<file path="config.mk">
export PLATFORM = sky130hd
export DESIGN_NAME = xpt_ctrl
export DESIGN_NICKNAME = d
export VERILOG_FILES = /design/src/hdl/xpt_pkg.sv /design/src/hdl/xpt_ctrl.sv /design/src/hdl/xpt_serial.sv
export VERILOG_INCLUDE_DIRS = /design/src /design/src/hdl
export SDC_FILE = /design/constraint.sdc
export NUM_CORES = 1
export LEC_CHECK = 0
export BUFFER_PORTS_ARGS = -buffer_cell sky130_fd_sc_hd__buf_2
export CORE_MARGIN = 1.5
export CORE_UTILIZATION = 35
export DETAILED_ROUTE_END_ITERATION = 8
export GPL_ROUTABILITY_DRIVEN = 0
export HOLD_SLACK_MARGIN = 0.12
export REMOVE_ABC_BUFFERS = 1
export SLEW_MARGIN = 0
export SYNTH_ARGS = -nofsm -noshare
export SYNTH_HDL_FRONTEND = slang
export SYNTH_SLANG_ARGS = --single-unit
</file>
<file path="constraint.sdc">
create_clock -name pclk -period 4.6 [get_ports pclk]
set_input_delay 0.46 -clock pclk [delete_from_list [all_inputs] [get_ports pclk]]
set_output_delay 0.46 -clock pclk [all_outputs]
set_load 0.02 [all_outputs]
</file>
<file path="src/hdl/xpt_regs.svh">
// Register offsets, field positions, reset values and timing counts for the crosspoint control
`ifndef XPT_REGS_SVH
`define XPT_REGS_SVH
`define XPT_CTRL_OFFSET 12'h000
`define XPT_PAR_OFFSET 12'h004
`define XPT_SER_OFFSET 12'h008
`define XPT_STAT_OFFSET 12'h00C
`define XPT_SEL_OFFSET 12'h010
`define XPT_CTRL_SHUTDOWN_REQUEST_BIT 0
`define XPT_CTRL_RESET 32'h0000_0000
`define XPT_PAR_IDLE 12'hE00
`define XPT_SER_IDLE 2'h1
`define XPT_WORD_BITS 16
`define XPT_DOUT_DELAY 16
`define XPT_CODE_HI 15
`define XPT_CODE_LO 12
`define XPT_ADDR_HI 9
`define XPT_ADDR_LO 8
`endif

</file>
<file path="src/hdl/xpt_pkg.sv">
// Types shared by the crosspoint control files
package xpt_pkg;
    typedef logic [3:0] chan_code_t;
    typedef logic [1:0] amp_addr_t;
    typedef logic [15:0] ser_word_t;
endpackage

</file>
<file path="src/hdl/xpt_ctrl.sv">
// Crosspoint switch control: parallel port, serial link, input and switch registers
//
// Register access over APB and the placing of the registers were decided locally.
`timescale 1ns/100ps
`include "xpt_regs.svh"
module xpt_ctrl #(
    parameter int AMPS = 4,
    parameter int WORD_BITS = `XPT_WORD_BITS
) (
    // Clock and reset
    input wire logic pclk,
    input wire logic presetn,
    // APB slave
    input wire logic psel,
    input wire logic penable,
    input wire logic pwrite,
    input wire logic [11:0] paddr,
    input wire logic [31:0] pwdata,
    output logic [31:0] prdata,
    output logic pready,
    output logic pslverr,
    // Serial link pins
    input wire logic sclk,
    input wire logic cs_n,
    input wire logic din,
    output logic dout,
    // Switch controls
    output logic [AMPS-1:0] amp_enable,
    output logic [AMPS*3-1:0] amp_input_sel,
    output logic shutdown
);
    import xpt_pkg::*;

    // Parallel port word: [3:0] code, [5:4] address, [9] ce_n, [10] wr_n, [11] apply_n
    logic [11:0] par_ff, nxt_par;
    logic ctrl_ff, nxt_ctrl;
    logic [2:0] sclk_m_ff, sclk_s_ff;
    xpt_pkg::chan_code_t in_reg_ff [AMPS], nxt_in_reg [AMPS];
    xpt_pkg::chan_code_t sw_reg_ff [AMPS], nxt_sw_reg [AMPS];
    logic [31:0] nxt_prdata;
    logic [31:0] prdata_ff;
    logic ser_dout;
    logic [WORD_BITS-1:0] ser_word;
    logic ser_strobe;
    logic ser_load_ff, nxt_ser_load;
    logic [AMPS-1:0] par_hit, ser_hit;
    logic boot_ff, nxt_boot;
    logic wr_n, ce_n, apply_n;
    amp_addr_t par_addr;
    chan_code_t par_code;
    amp_addr_t ser_addr;
    chan_code_t ser_code;
    logic bus_wr;

    function automatic logic [AMPS-1:0] addr_dec(input amp_addr_t a);
        addr_dec = '0;
        addr_dec[a] = 1'b1;
    endfunction

    // Two-stage synchronisers for link pins
    always_ff @(posedge pclk or negedge presetn) begin
        if (!presetn) begin
            sclk_m_ff <= 3'h2;
            sclk_s_ff <= 3'h2;
        end else begin
            sclk_m_ff <= {sclk, cs_n, din};
            sclk_s_ff <= sclk_m_ff;
        end
    end

    xpt_serial #(.WORD_BITS(WORD_BITS)) u_serial (
        .pclk(pclk),
        .presetn(presetn),
        .sclk_s(sclk_s_ff[2]),
        .cs_n_s(sclk_s_ff[1]),
        .din_s(sclk_s_ff[0]),
        .dout_ff(ser_dout),
        .word_ff(ser_word),
        .word_strobe(ser_strobe)
    );
    assign dout = ser_dout;

    assign par_code = par_ff[3:0];
    assign par_addr = par_ff[5:4];
    assign ce_n = par_ff[9];
    assign wr_n = par_ff[10];
    assign apply_n = par_ff[11];
    assign ser_code = ser_word[`XPT_CODE_HI:`XPT_CODE_LO];
    assign ser_addr = ser_word[`XPT_ADDR_HI:`XPT_ADDR_LO];
    assign bus_wr = psel && penable && pwrite;
    assign par_hit = addr_dec(par_addr);
    assign ser_hit = addr_dec(ser_addr);

    always_comb begin
        nxt_par = par_ff;
        nxt_ctrl = ctrl_ff;
        nxt_boot = boot_ff;
        nxt_in_reg = in_reg_ff;
        nxt_sw_reg = sw_reg_ff;
        // Captured word is valid one cycle after the strobe, so apply it then
        nxt_ser_load = ser_strobe;
        if (bus_wr && paddr == `XPT_PAR_OFFSET)
            nxt_par = pwdata[11:0];
        if (bus_wr && paddr == `XPT_CTRL_OFFSET)
            nxt_ctrl = pwdata[`XPT_CTRL_SHUTDOWN_REQUEST_BIT];
        // Addressed input register follows the port while write and enable are low
        for (int i = 0; i < AMPS; i++) begin
            if (!wr_n && !ce_n && par_hit[i])
                nxt_in_reg[i] = par_code;
            // Serial word lands in its input register and is applied at once
            if (ser_load_ff && ser_hit[i]) begin
                nxt_in_reg[i] = ser_code;
                nxt_sw_reg[i] = ser_code;
            end
        end
        if (ser_load_ff)
            nxt_boot = 1'b0;
        // Apply low makes switch registers transparent; high holds them except for a serial word load
        if (!apply_n) begin
            for (int i = 0; i < AMPS; i++)
                nxt_sw_reg[i] = nxt_in_reg[i];
            nxt_boot = 1'b0;
        end
    end

    always_ff @(posedge pclk or negedge presetn) begin
        if (!presetn) begin
            par_ff <= `XPT_PAR_IDLE;
            ctrl_ff <= 1'b0;
            boot_ff <= 1'b1;
            ser_load_ff <= 1'b0;
            for (int i = 0; i < AMPS; i++) begin
                in_reg_ff[i] <= 4'h8;
                sw_reg_ff[i] <= 4'h8;
            end
        end else begin
            par_ff <= nxt_par;
            ctrl_ff <= nxt_ctrl;
            boot_ff <= nxt_boot;
            ser_load_ff <= nxt_ser_load;
            in_reg_ff <= nxt_in_reg;
            sw_reg_ff <= nxt_sw_reg;
        end
    end

    // Amplifier enables and input selects from the switch registers
    always_comb begin
        for (int i = 0; i < AMPS; i++) begin
            amp_enable[i] = !sw_reg_ff[i][3] && !ctrl_ff;
            amp_input_sel[i*3 +: 3] = sw_reg_ff[i][2:0];
        end
    end
    assign shutdown = ctrl_ff;

    // APB read data
    always_comb begin
        nxt_prdata = 32'h0000_0000;
        unique case (paddr)
            `XPT_CTRL_OFFSET: nxt_prdata = {31'h0, ctrl_ff};
            `XPT_PAR_OFFSET: nxt_prdata = {20'h0, par_ff};
            `XPT_SER_OFFSET: nxt_prdata = {16'h0, ser_word};
            `XPT_STAT_OFFSET: nxt_prdata = {27'h0, boot_ff, amp_enable};
            `XPT_SEL_OFFSET: nxt_prdata = {4'h0, amp_input_sel, 12'h000, sw_reg_ff[3][3], sw_reg_ff[2][3],
                sw_reg_ff[1][3], sw_reg_ff[0][3]};
            default: nxt_prdata = 32'h0000_0000;
        endcase
    end
    always_ff @(posedge pclk or negedge presetn) begin
        if (!presetn)
            prdata_ff <= 32'h0000_0000;
        else if (psel && !penable)
            prdata_ff <= nxt_prdata;
    end
    assign prdata = prdata_ff;
    assign pready = 1'b1;
    assign pslverr = psel && penable && !(paddr == `XPT_CTRL_OFFSET || paddr == `XPT_PAR_OFFSET ||
        paddr == `XPT_SER_OFFSET || paddr == `XPT_STAT_OFFSET || paddr == `XPT_SEL_OFFSET);

    a_boot_all_off: assert property (@(posedge pclk) disable iff (!presetn)
        boot_ff |-> amp_enable == '0) else $error("amplifier on before programming");
    a_hold_when_high: assert property (@(posedge pclk) disable iff (!presetn)
        $past(apply_n) && !$past(ser_load_ff) |-> $stable(amp_input_sel) && $stable(amp_enable) || $changed(ctrl_ff))
        else $error("switch moved while apply high");
    a_shutdown_request_off: assert property (@(posedge pclk) disable iff (!presetn)
        ctrl_ff |-> amp_enable == '0 && shutdown) else $error("shutdown not honoured");
    a_code_top_off: assert property (@(posedge pclk) disable iff (!presetn)
        sw_reg_ff[0][3] |-> !amp_enable[0]) else $error("disabled amplifier driving");
    a_amp_two_off: assert property (@(posedge pclk) disable iff (!presetn)
        sw_reg_ff[2][3] |-> !amp_enable[2]) else $error("disabled amplifier two driving");
    a_in_reg_load: assert property (@(posedge pclk) disable iff (!presetn)
        !wr_n && !ce_n && !ser_load_ff |=> in_reg_ff[$past(par_addr)] == $past(par_code))
        else $error("input register missed write");
    a_unaddressed_held: assert property (@(posedge pclk) disable iff (!presetn)
        !wr_n && !ce_n && par_addr != 2'h2 && !ser_load_ff |=> $stable(in_reg_ff[2]))
        else $error("unaddressed input register moved");
    a_apply_copy: assert property (@(posedge pclk) disable iff (!presetn)
        !apply_n && wr_n |=> sw_reg_ff[1] == in_reg_ff[1]) else $error("switch register not transparent");
    a_sel_decode: assert property (@(posedge pclk) disable iff (!presetn)
        amp_input_sel[5:3] == sw_reg_ff[1][2:0]) else $error("input index decode wrong");
    a_others_latched: assert property (@(posedge pclk) disable iff (!presetn)
        (wr_n || ce_n) && !ser_load_ff |=> $stable(in_reg_ff[2])) else $error("latched input register moved");
    a_ser_apply: assert property (@(posedge pclk) disable iff (!presetn)
        ser_load_ff |=> sw_reg_ff[$past(ser_addr)] == $past(ser_code)) else $error("serial word not applied");
endmodule

</file>
<file path="src/hdl/xpt_serial.sv">
// Serial shift path: 16-bit word capture and cascade output
`timescale 1ns/100ps
`include "xpt_regs.svh"
module xpt_serial #(
    parameter int WORD_BITS = `XPT_WORD_BITS
) (
    // Clock and reset
    input wire logic pclk,
    input wire logic presetn,
    // Synchronised link pins
    input wire logic sclk_s,
    input wire logic cs_n_s,
    input wire logic din_s,
    // Results
    output logic dout_ff,
    output logic [WORD_BITS-1:0] word_ff,
    output logic word_strobe
);
    import xpt_pkg::*;
    logic sclk_d_ff;
    logic cs_d_ff;
    logic [WORD_BITS-1:0] shift_ff;
    logic [WORD_BITS-1:0] nxt_shift;
    logic [WORD_BITS-1:0] nxt_word;
    logic nxt_dout;
    logic [4:0] cnt_ff;
    logic [4:0] nxt_cnt;
    logic rise;
    logic fall;
    logic cs_rise;

    assign rise = sclk_s & ~sclk_d_ff;
    assign fall = ~sclk_s & sclk_d_ff;
    assign cs_rise = cs_n_s & ~cs_d_ff;
    assign word_strobe = cs_rise && (cnt_ff >= 5'(WORD_BITS));

    always_comb begin
        nxt_shift = shift_ff;
        nxt_dout = dout_ff;
        nxt_cnt = cnt_ff;
        nxt_word = word_ff;
        if (!cs_n_s && rise) begin
            nxt_shift = {shift_ff[WORD_BITS-2:0], din_s};
            if (cnt_ff < 5'(WORD_BITS))
                nxt_cnt = cnt_ff + 5'h1;
        end
        // Cascade bit leaves on the falling edge, fifteen rises after entry
        if (!cs_n_s && fall)
            nxt_dout = shift_ff[WORD_BITS-1];
        if (cs_n_s)
            nxt_cnt = 5'h0;
        if (word_strobe)
            nxt_word = shift_ff;
    end

    always_ff @(posedge pclk or negedge presetn) begin
        if (!presetn) begin
            sclk_d_ff <= 1'b0;
            cs_d_ff <= 1'b1;
            shift_ff <= '0;
            dout_ff <= 1'b0;
            cnt_ff <= 5'h0;
            word_ff <= '0;
        end else begin
            sclk_d_ff <= sclk_s;
            cs_d_ff <= cs_n_s;
            shift_ff <= nxt_shift;
            dout_ff <= nxt_dout;
            cnt_ff <= nxt_cnt;
            word_ff <= nxt_word;
        end
    end

    a_dout_falls_only: assert property (@(posedge pclk) disable iff (!presetn)
        $changed(dout_ff) |-> $past(fall) && !$past(cs_n_s)) else $error("cascade changed off falling edge");
    a_dout_hold_cs: assert property (@(posedge pclk) disable iff (!presetn)
        $past(cs_n_s) |-> $stable(dout_ff)) else $error("cascade moved while deselected");
endmodule

</file>
Word level (Yosys, flattened, before mapping):

Index checks and enable logic that the tools add are counted.

* register bits after elaboration: 125
* output and inout port bits: 52
* logic and storage cells: 108

* add/sub/neg operators: 1
* $lt $le $gt $ge: 6
* eq/ne operators: 9
* mux-type cells: 23
* bitwise gates (word level): 6
* reductions and logical operators: 42

Operators by type and width (count)
* case mux 28 bit (5 select lines): 1
* 2-to-1 mux 4 bit: 12
* equality test 12 x 4 -> 1 bit, second input constant: 2
* logical AND 1 bit: 24
* 2-to-1 mux 16 bit: 1
* 2-to-1 mux 5 bit: 3
* equality test 12 x 3 -> 1 bit, second input constant: 1
* equality test 12 x 5 -> 1 bit, second input constant: 1
* zero test 12 bit: 1
* zero test 1 bit: 10
* != test 2 x 1 -> 1 bit, second input constant: 5
* < comparator 2 x 3 -> 1 bit, second input constant: 2
* adder 5 x 1 -> 5 bit, second input constant: 1
* >= comparator 5 bit, second input constant: 1
* < comparator 5 bit, second input constant: 1
* demux 1 bit (select 2 bit): 2
* >= comparator 2 x 1 -> 1 bit, second input constant: 2
* logical OR 1 bit: 4
* 2-to-1 mux 1 bit: 4
* nonzero test 2 bit: 2
* AND 1 bit: 3
* inverter 1 bit: 3
* AND reduction 2 bit: 1

Logic depth before layout (Yosys ltp):

* depth in word-level cells: 8
* mapped depth: 6
* gate-level depth less buffers: 4

Cells and area by module:

From an unflattened synthesis, not the netlist that was laid out.

* cell total of the unflattened synthesis: 450
* area total of the unflattened synthesis: 5413.9 um^2

Modules (own cells, without submodules)
* xpt_ctrl: instances 1, cells each 353, area each 3853.7 um^2, seq. area each 2044.5 um^2
* xpt_serial: instances 1, cells each 97, area each 1560.2 um^2, seq. area each 1002.2 um^2

Worst setup path before layout:

Ideal clock, no wire load.

* path kind: input port to flip-flop
* from: input port paddr[9]
* to: register par_ff[1]
* library setup time: 125 ps
* data arrival time: 2115 ps
* required time: 4475 ps
* path slack: 2360 ps
* stages on the path: 5
* buffers on the path: 1
* cell sequence: or4_4 or2_4 nor4_4 buf_6 mux2_2

* longest elaborated chain between the ends: 2

RTL lines
* start, declared: RTL line xpt_ctrl.sv:17 `input wire logic [11:0] paddr,`
* equality test 12 x 3 -> 1 bit
* logical AND 1 bit (no source line)
* end signal, assigned: RTL line xpt_ctrl.sv:128 `` par_ff <= `XPT_PAR_IDLE; ``
* end signal, assigned: RTL line xpt_ctrl.sv:137 `par_ff <= nxt_par;`
* end, declared: RTL line xpt_ctrl.sv:35 `logic [11:0] par_ff, nxt_par;`

No other way between the ends.
A chain may end at the register's enable or synchronous reset.

Worst setup path in the final report:

* from: input port paddr[9]
* to: output port pslverr

* longest elaborated chain between the ends: 7
* elaborated cells between the ends (all ways): 11
* those cells by class: eq/ne (4); reduce/logical (7)

RTL lines
* equality test 12 x 3 -> 1 bit or zero test 12 bit (tied branches)
* logical OR 1 bit (no source line) (3 in series)
* logical OR 1 bit (no source line) *
* zero test 1 bit *: RTL line xpt_ctrl.sv:176 `` assign pslverr = psel && penable && !(paddr == `XPT_CTRL_OFFSET || paddr == `XPT_PAR_OFFSET || ``
* logical AND 1 bit *: RTL line xpt_ctrl.sv:176
* end, declared: RTL line xpt_ctrl.sv:21 `output logic pslverr,`

Every way passes the cells marked *; elsewhere a longest branch is shown, timed or not.

==> impl_metrics.env <==
export IMPL_final_min_clock_period_ps=2510
export IMPL_slew_headroom_pct=16.1
export IMPL_via_count=3706
export IMPL_worstMarginPinSlew_ps=1250
export IMPL_fin_crit_sh_pct=54.5
export IMPL_grt_overflow_total=0
export IMPL_die_h_um=126
export IMPL_fin_tns_setup_ps=0
export IMPL_drive_gt1_share_pct=31.7
export IMPL_wl_per_cell_um=16.3
export IMPL_synth_enable_flop_cells=0
export IMPL_clk_pin_slew_ps=50
export IMPL_finalSetupViolations=0
export IMPL_end_kind="primary output"
export IMPL_drv_slew=0
export IMPL_worst_path_max_fanout=4
export IMPL_finish_utilization_pct=43.3
export IMPL_cts_setup_buffers=0
export IMPL_hp_class="primary input to flop"
export IMPL_cts_tree="yes"
export IMPL_portBuffers=78
export IMPL_skew_ps=8.80
export IMPL_worst_setup_path_type="primary input to primary output"
export IMPL_hold_viol_final=0
export IMPL_arrival_ps=2050
export IMPL_drt_iter0_markers=274
export IMPL_seq_area_frac_synth_pct=57.9
export IMPL_grt_max_degree=54
export IMPL_clk_latency_ps=410
export IMPL_ir_drop_uv=248
export IMPL_grt_pass1_wl_mm=20.1
export IMPL_diodes=0
export IMPL_cts_path_max_buffers=2
export IMPL_first_pass_iters=5
export IMPL_synth_flop_cell="dfrtp_1"
export IMPL_syn_area_um2=5260
export IMPL_htreeDepth=4
export IMPL_avgSynthCellArea_um2=11.2
export IMPL_grt_use_total_pct=16.3
export IMPL_register_area_um2=3050
export IMPL_fp_row_count=44
export IMPL_power_density_nw_per_um2=415
export IMPL_multiInputGateArea_um2=1980
export IMPL_maxCapViolCount=0
export IMPL_vias_per_cell=5.08
export IMPL_die_area_um2=15800
export IMPL_status="finished, final reports clean"
export IMPL_power_mw=2.62
export IMPL_ant_nets=0
export IMPL_drc_errors=0
export IMPL_netlist_instances=471
export IMPL_die_x_um=126
export IMPL_ys_seq_elements=121
export IMPL_dp_hpwl_mm=8.19
export IMPL_cts_root_buf="clkbuf_16"
export IMPL_ys_types=49
export IMPL_n_fill_cell=1362
export IMPL_clkSinkCount=121
export IMPL_core_area_um2=14600
export IMPL_fmaxAchievable_ghz=0.399
export IMPL_worst_hold_slack_ps=147
export IMPL_antenna_found_initial=0
export IMPL_cts_made_buffers=17
export IMPL_start_util_pct=36.1
export IMPL_syn_to_final_growth_pct=20.0
export IMPL_critPathLaunchType="primary input"
export IMPL_synthArstFlopShare_pct=100
export IMPL_p_leak_nw=3.17
export IMPL_io_pins=104
export IMPL_wirelength_mm=11.9
export IMPL_rsz0062_at_grt="no"
export IMPL_grt_pass1_vias=3834
export IMPL_yosysWarnings=0
export IMPL_fin_nets=585
export IMPL_cp_data_required_time_ps=4140
==> cells in the mapped netlist (2+ instances only) <==
cell type	instances	area [µm²]
a211oi_1	16	120
a21o_1	8	60.1
a21oi_1	19	95.1
a22o_1	12	105
a22oi_1	12	90.1
and3_1	2	12.5
buf_1	6	22.5
buf_4	17	128
clkbuf_1	18	67.6
conb_1	2	7.51
dfrtp_1	106	2650
dfstp_2	15	394
inv_1	3	11.3
mux2_2	33	372
mux2i_1	19	190
nand2_1	76	285
nand2b_1	2	12.5
nand3_1	3	15.0
nand4_1	2	12.5
nor2_1	37	139
nor2b_1	3	18.8
nor3_1	7	35.0
nor3b_1	5	37.5
nor4_2	2	25.0
nor4b_2	2	30.0
o21ai_0	15	75.1
or2_2	2	12.5
or3_1	3	18.8
or3b_2	3	26.3
xor2_1	2	17.5
==> path summary, 6_finish.rpt <==
| path | from | endpoint | slack [ps] | depth (start not counted) |
|---|---|---|---|---|
| min in group asynchronous | presetn | sclk_s_ff[2]$_DFF_PN0_ | 550 | 2 |
| min | cs_n | sclk_m_ff[1]$_DFF_PN1_ | 150 | 1 |
| max reg2reg | u_serial.cs_d_ff$_DFF_PN1_ | u_serial.word_ff[0]$_DFFE_PN0P_ | 2530 | 4 |
| max in group asynchronous | presetn | prdata[4]$_DFFE_PN0P_ | 3000 | 3 |
| max | paddr[9] | pslverr | 2090 | 6 |
| min reg2reg | sclk_m_ff[2]$_DFF_PN0_ | sclk_s_ff[2]$_DFF_PN0_ | 350 | 0 |
==> registers in the layout (all words and copies together), names as in the netlist <==
| signal | cells |
|---|---|
| u_serial.dout_ff | 1 |
| prdata | 28 |
| boot_ff | 1 |
| u_serial.word_ff | 16 |
| sclk_m_ff | 3 |
| u_serial.cnt_ff | 5 |
| shutdown | 1 |
| u_serial.sclk_d_ff | 1 |
| u_serial.cs_d_ff | 1 |
| sclk_s_ff | 3 |
| in_reg_ff | 16 |
| amp_input_sel | 12 |
| par_ff | 12 |
| sw_reg_ff | 4 |
| u_serial.shift_ff | 16 |
| ser_load_ff | 1 |
==> per-stage QoR <==
step                setup WS, ps  instances  area (µm²)
floorplan                   2220        431        5040
global placement            1800        696        5680
detailed placement          1730        696        5680
CTS                         2100        729        6310
global route                1970        729        6310
finish                      2090        729        6310
==> critical path: stages <==
cell and delay, ps:
buf_2 100, or4_4 550, nor4_1 430, nand2_1 160, and3_1 200, buf_2 150
==> final cells by class <==
type	instances	share of cell area, %
sequential	121	48.3
multi-input combinational	306	31.3
clock buffer	24	7.95
timing repair buffer	82	6.74
tap	184	3.65
clock inverter	8	1.82
inverter	4	0.238
==> power by group <==
| group | switching (mW) | internal (mW) |
|---|---|---|
| clock | 0.456 | 0.919 |
| sequential | 0.0298 | 1.11 |
| combinational | 0.0610 | 0.0484 |
==> cells by family (layout without fill, tap and decap cells) <==
kind of cell | count (synthesis) | after routing | synth area share (%)
simple gates | 157 | 157 | 14.5
flops | 121 | 121 | 57.9
compound gates | 88 | 88 | 11.3
mux | 52 | 52 | 10.7
buf+inv | 47 | 118 | 4.73
xor+xnor | 3 | 3 | 0.500
other cells | 2 | 5 | 0.143
fa+ha+maj | 1 | 1 | 0.238
==> layer usage <==
metal	GRT usage [%]	share of wire [%]	vias to the layer above	wire length, µm
met5	0	0	-	0
met4	5.95	1.4	0	165
met3	5.31	4.9	16	587
met2	25.7	49	96	5780
met1	21.1	45	1832	5360
li1	-	-	1762	-
==> cell usage in the layout, fill, tap and decap left out, types with 4 or more instances in the layout <==
| cell | count |
|---|---|
| nor3b_1 | 5 |
| o21ai_0 | 15 |
| conb_1 | 5 |
| clkbuf_16 | 17 |
| a211oi_1 | 16 |
| a21oi_1 | 19 |
| dfstp_2 | 15 |
| a21o_1 | 8 |
| clkinv_2 | 5 |
| buf_2 | 77 |
| mux2_2 | 33 |
| nor2_1 | 37 |
| a22o_1 | 12 |
| dfrtp_1 | 106 |
| nor3_1 | 7 |
| buf_4 | 4 |
| mux2i_1 | 19 |
| clkbuf_8 | 5 |
| nand2_1 | 76 |
| a22oi_1 | 12 |
==> repair_timing <==
| action | CTS | global route |
|---|---|---|
| hold endpoints to repair | 34 | 0 |
| gates resized for setup | 0 | 0 |
| hold buffers | 1 | 0 |
No activity file was read; power rests on OpenSTA's default activity.
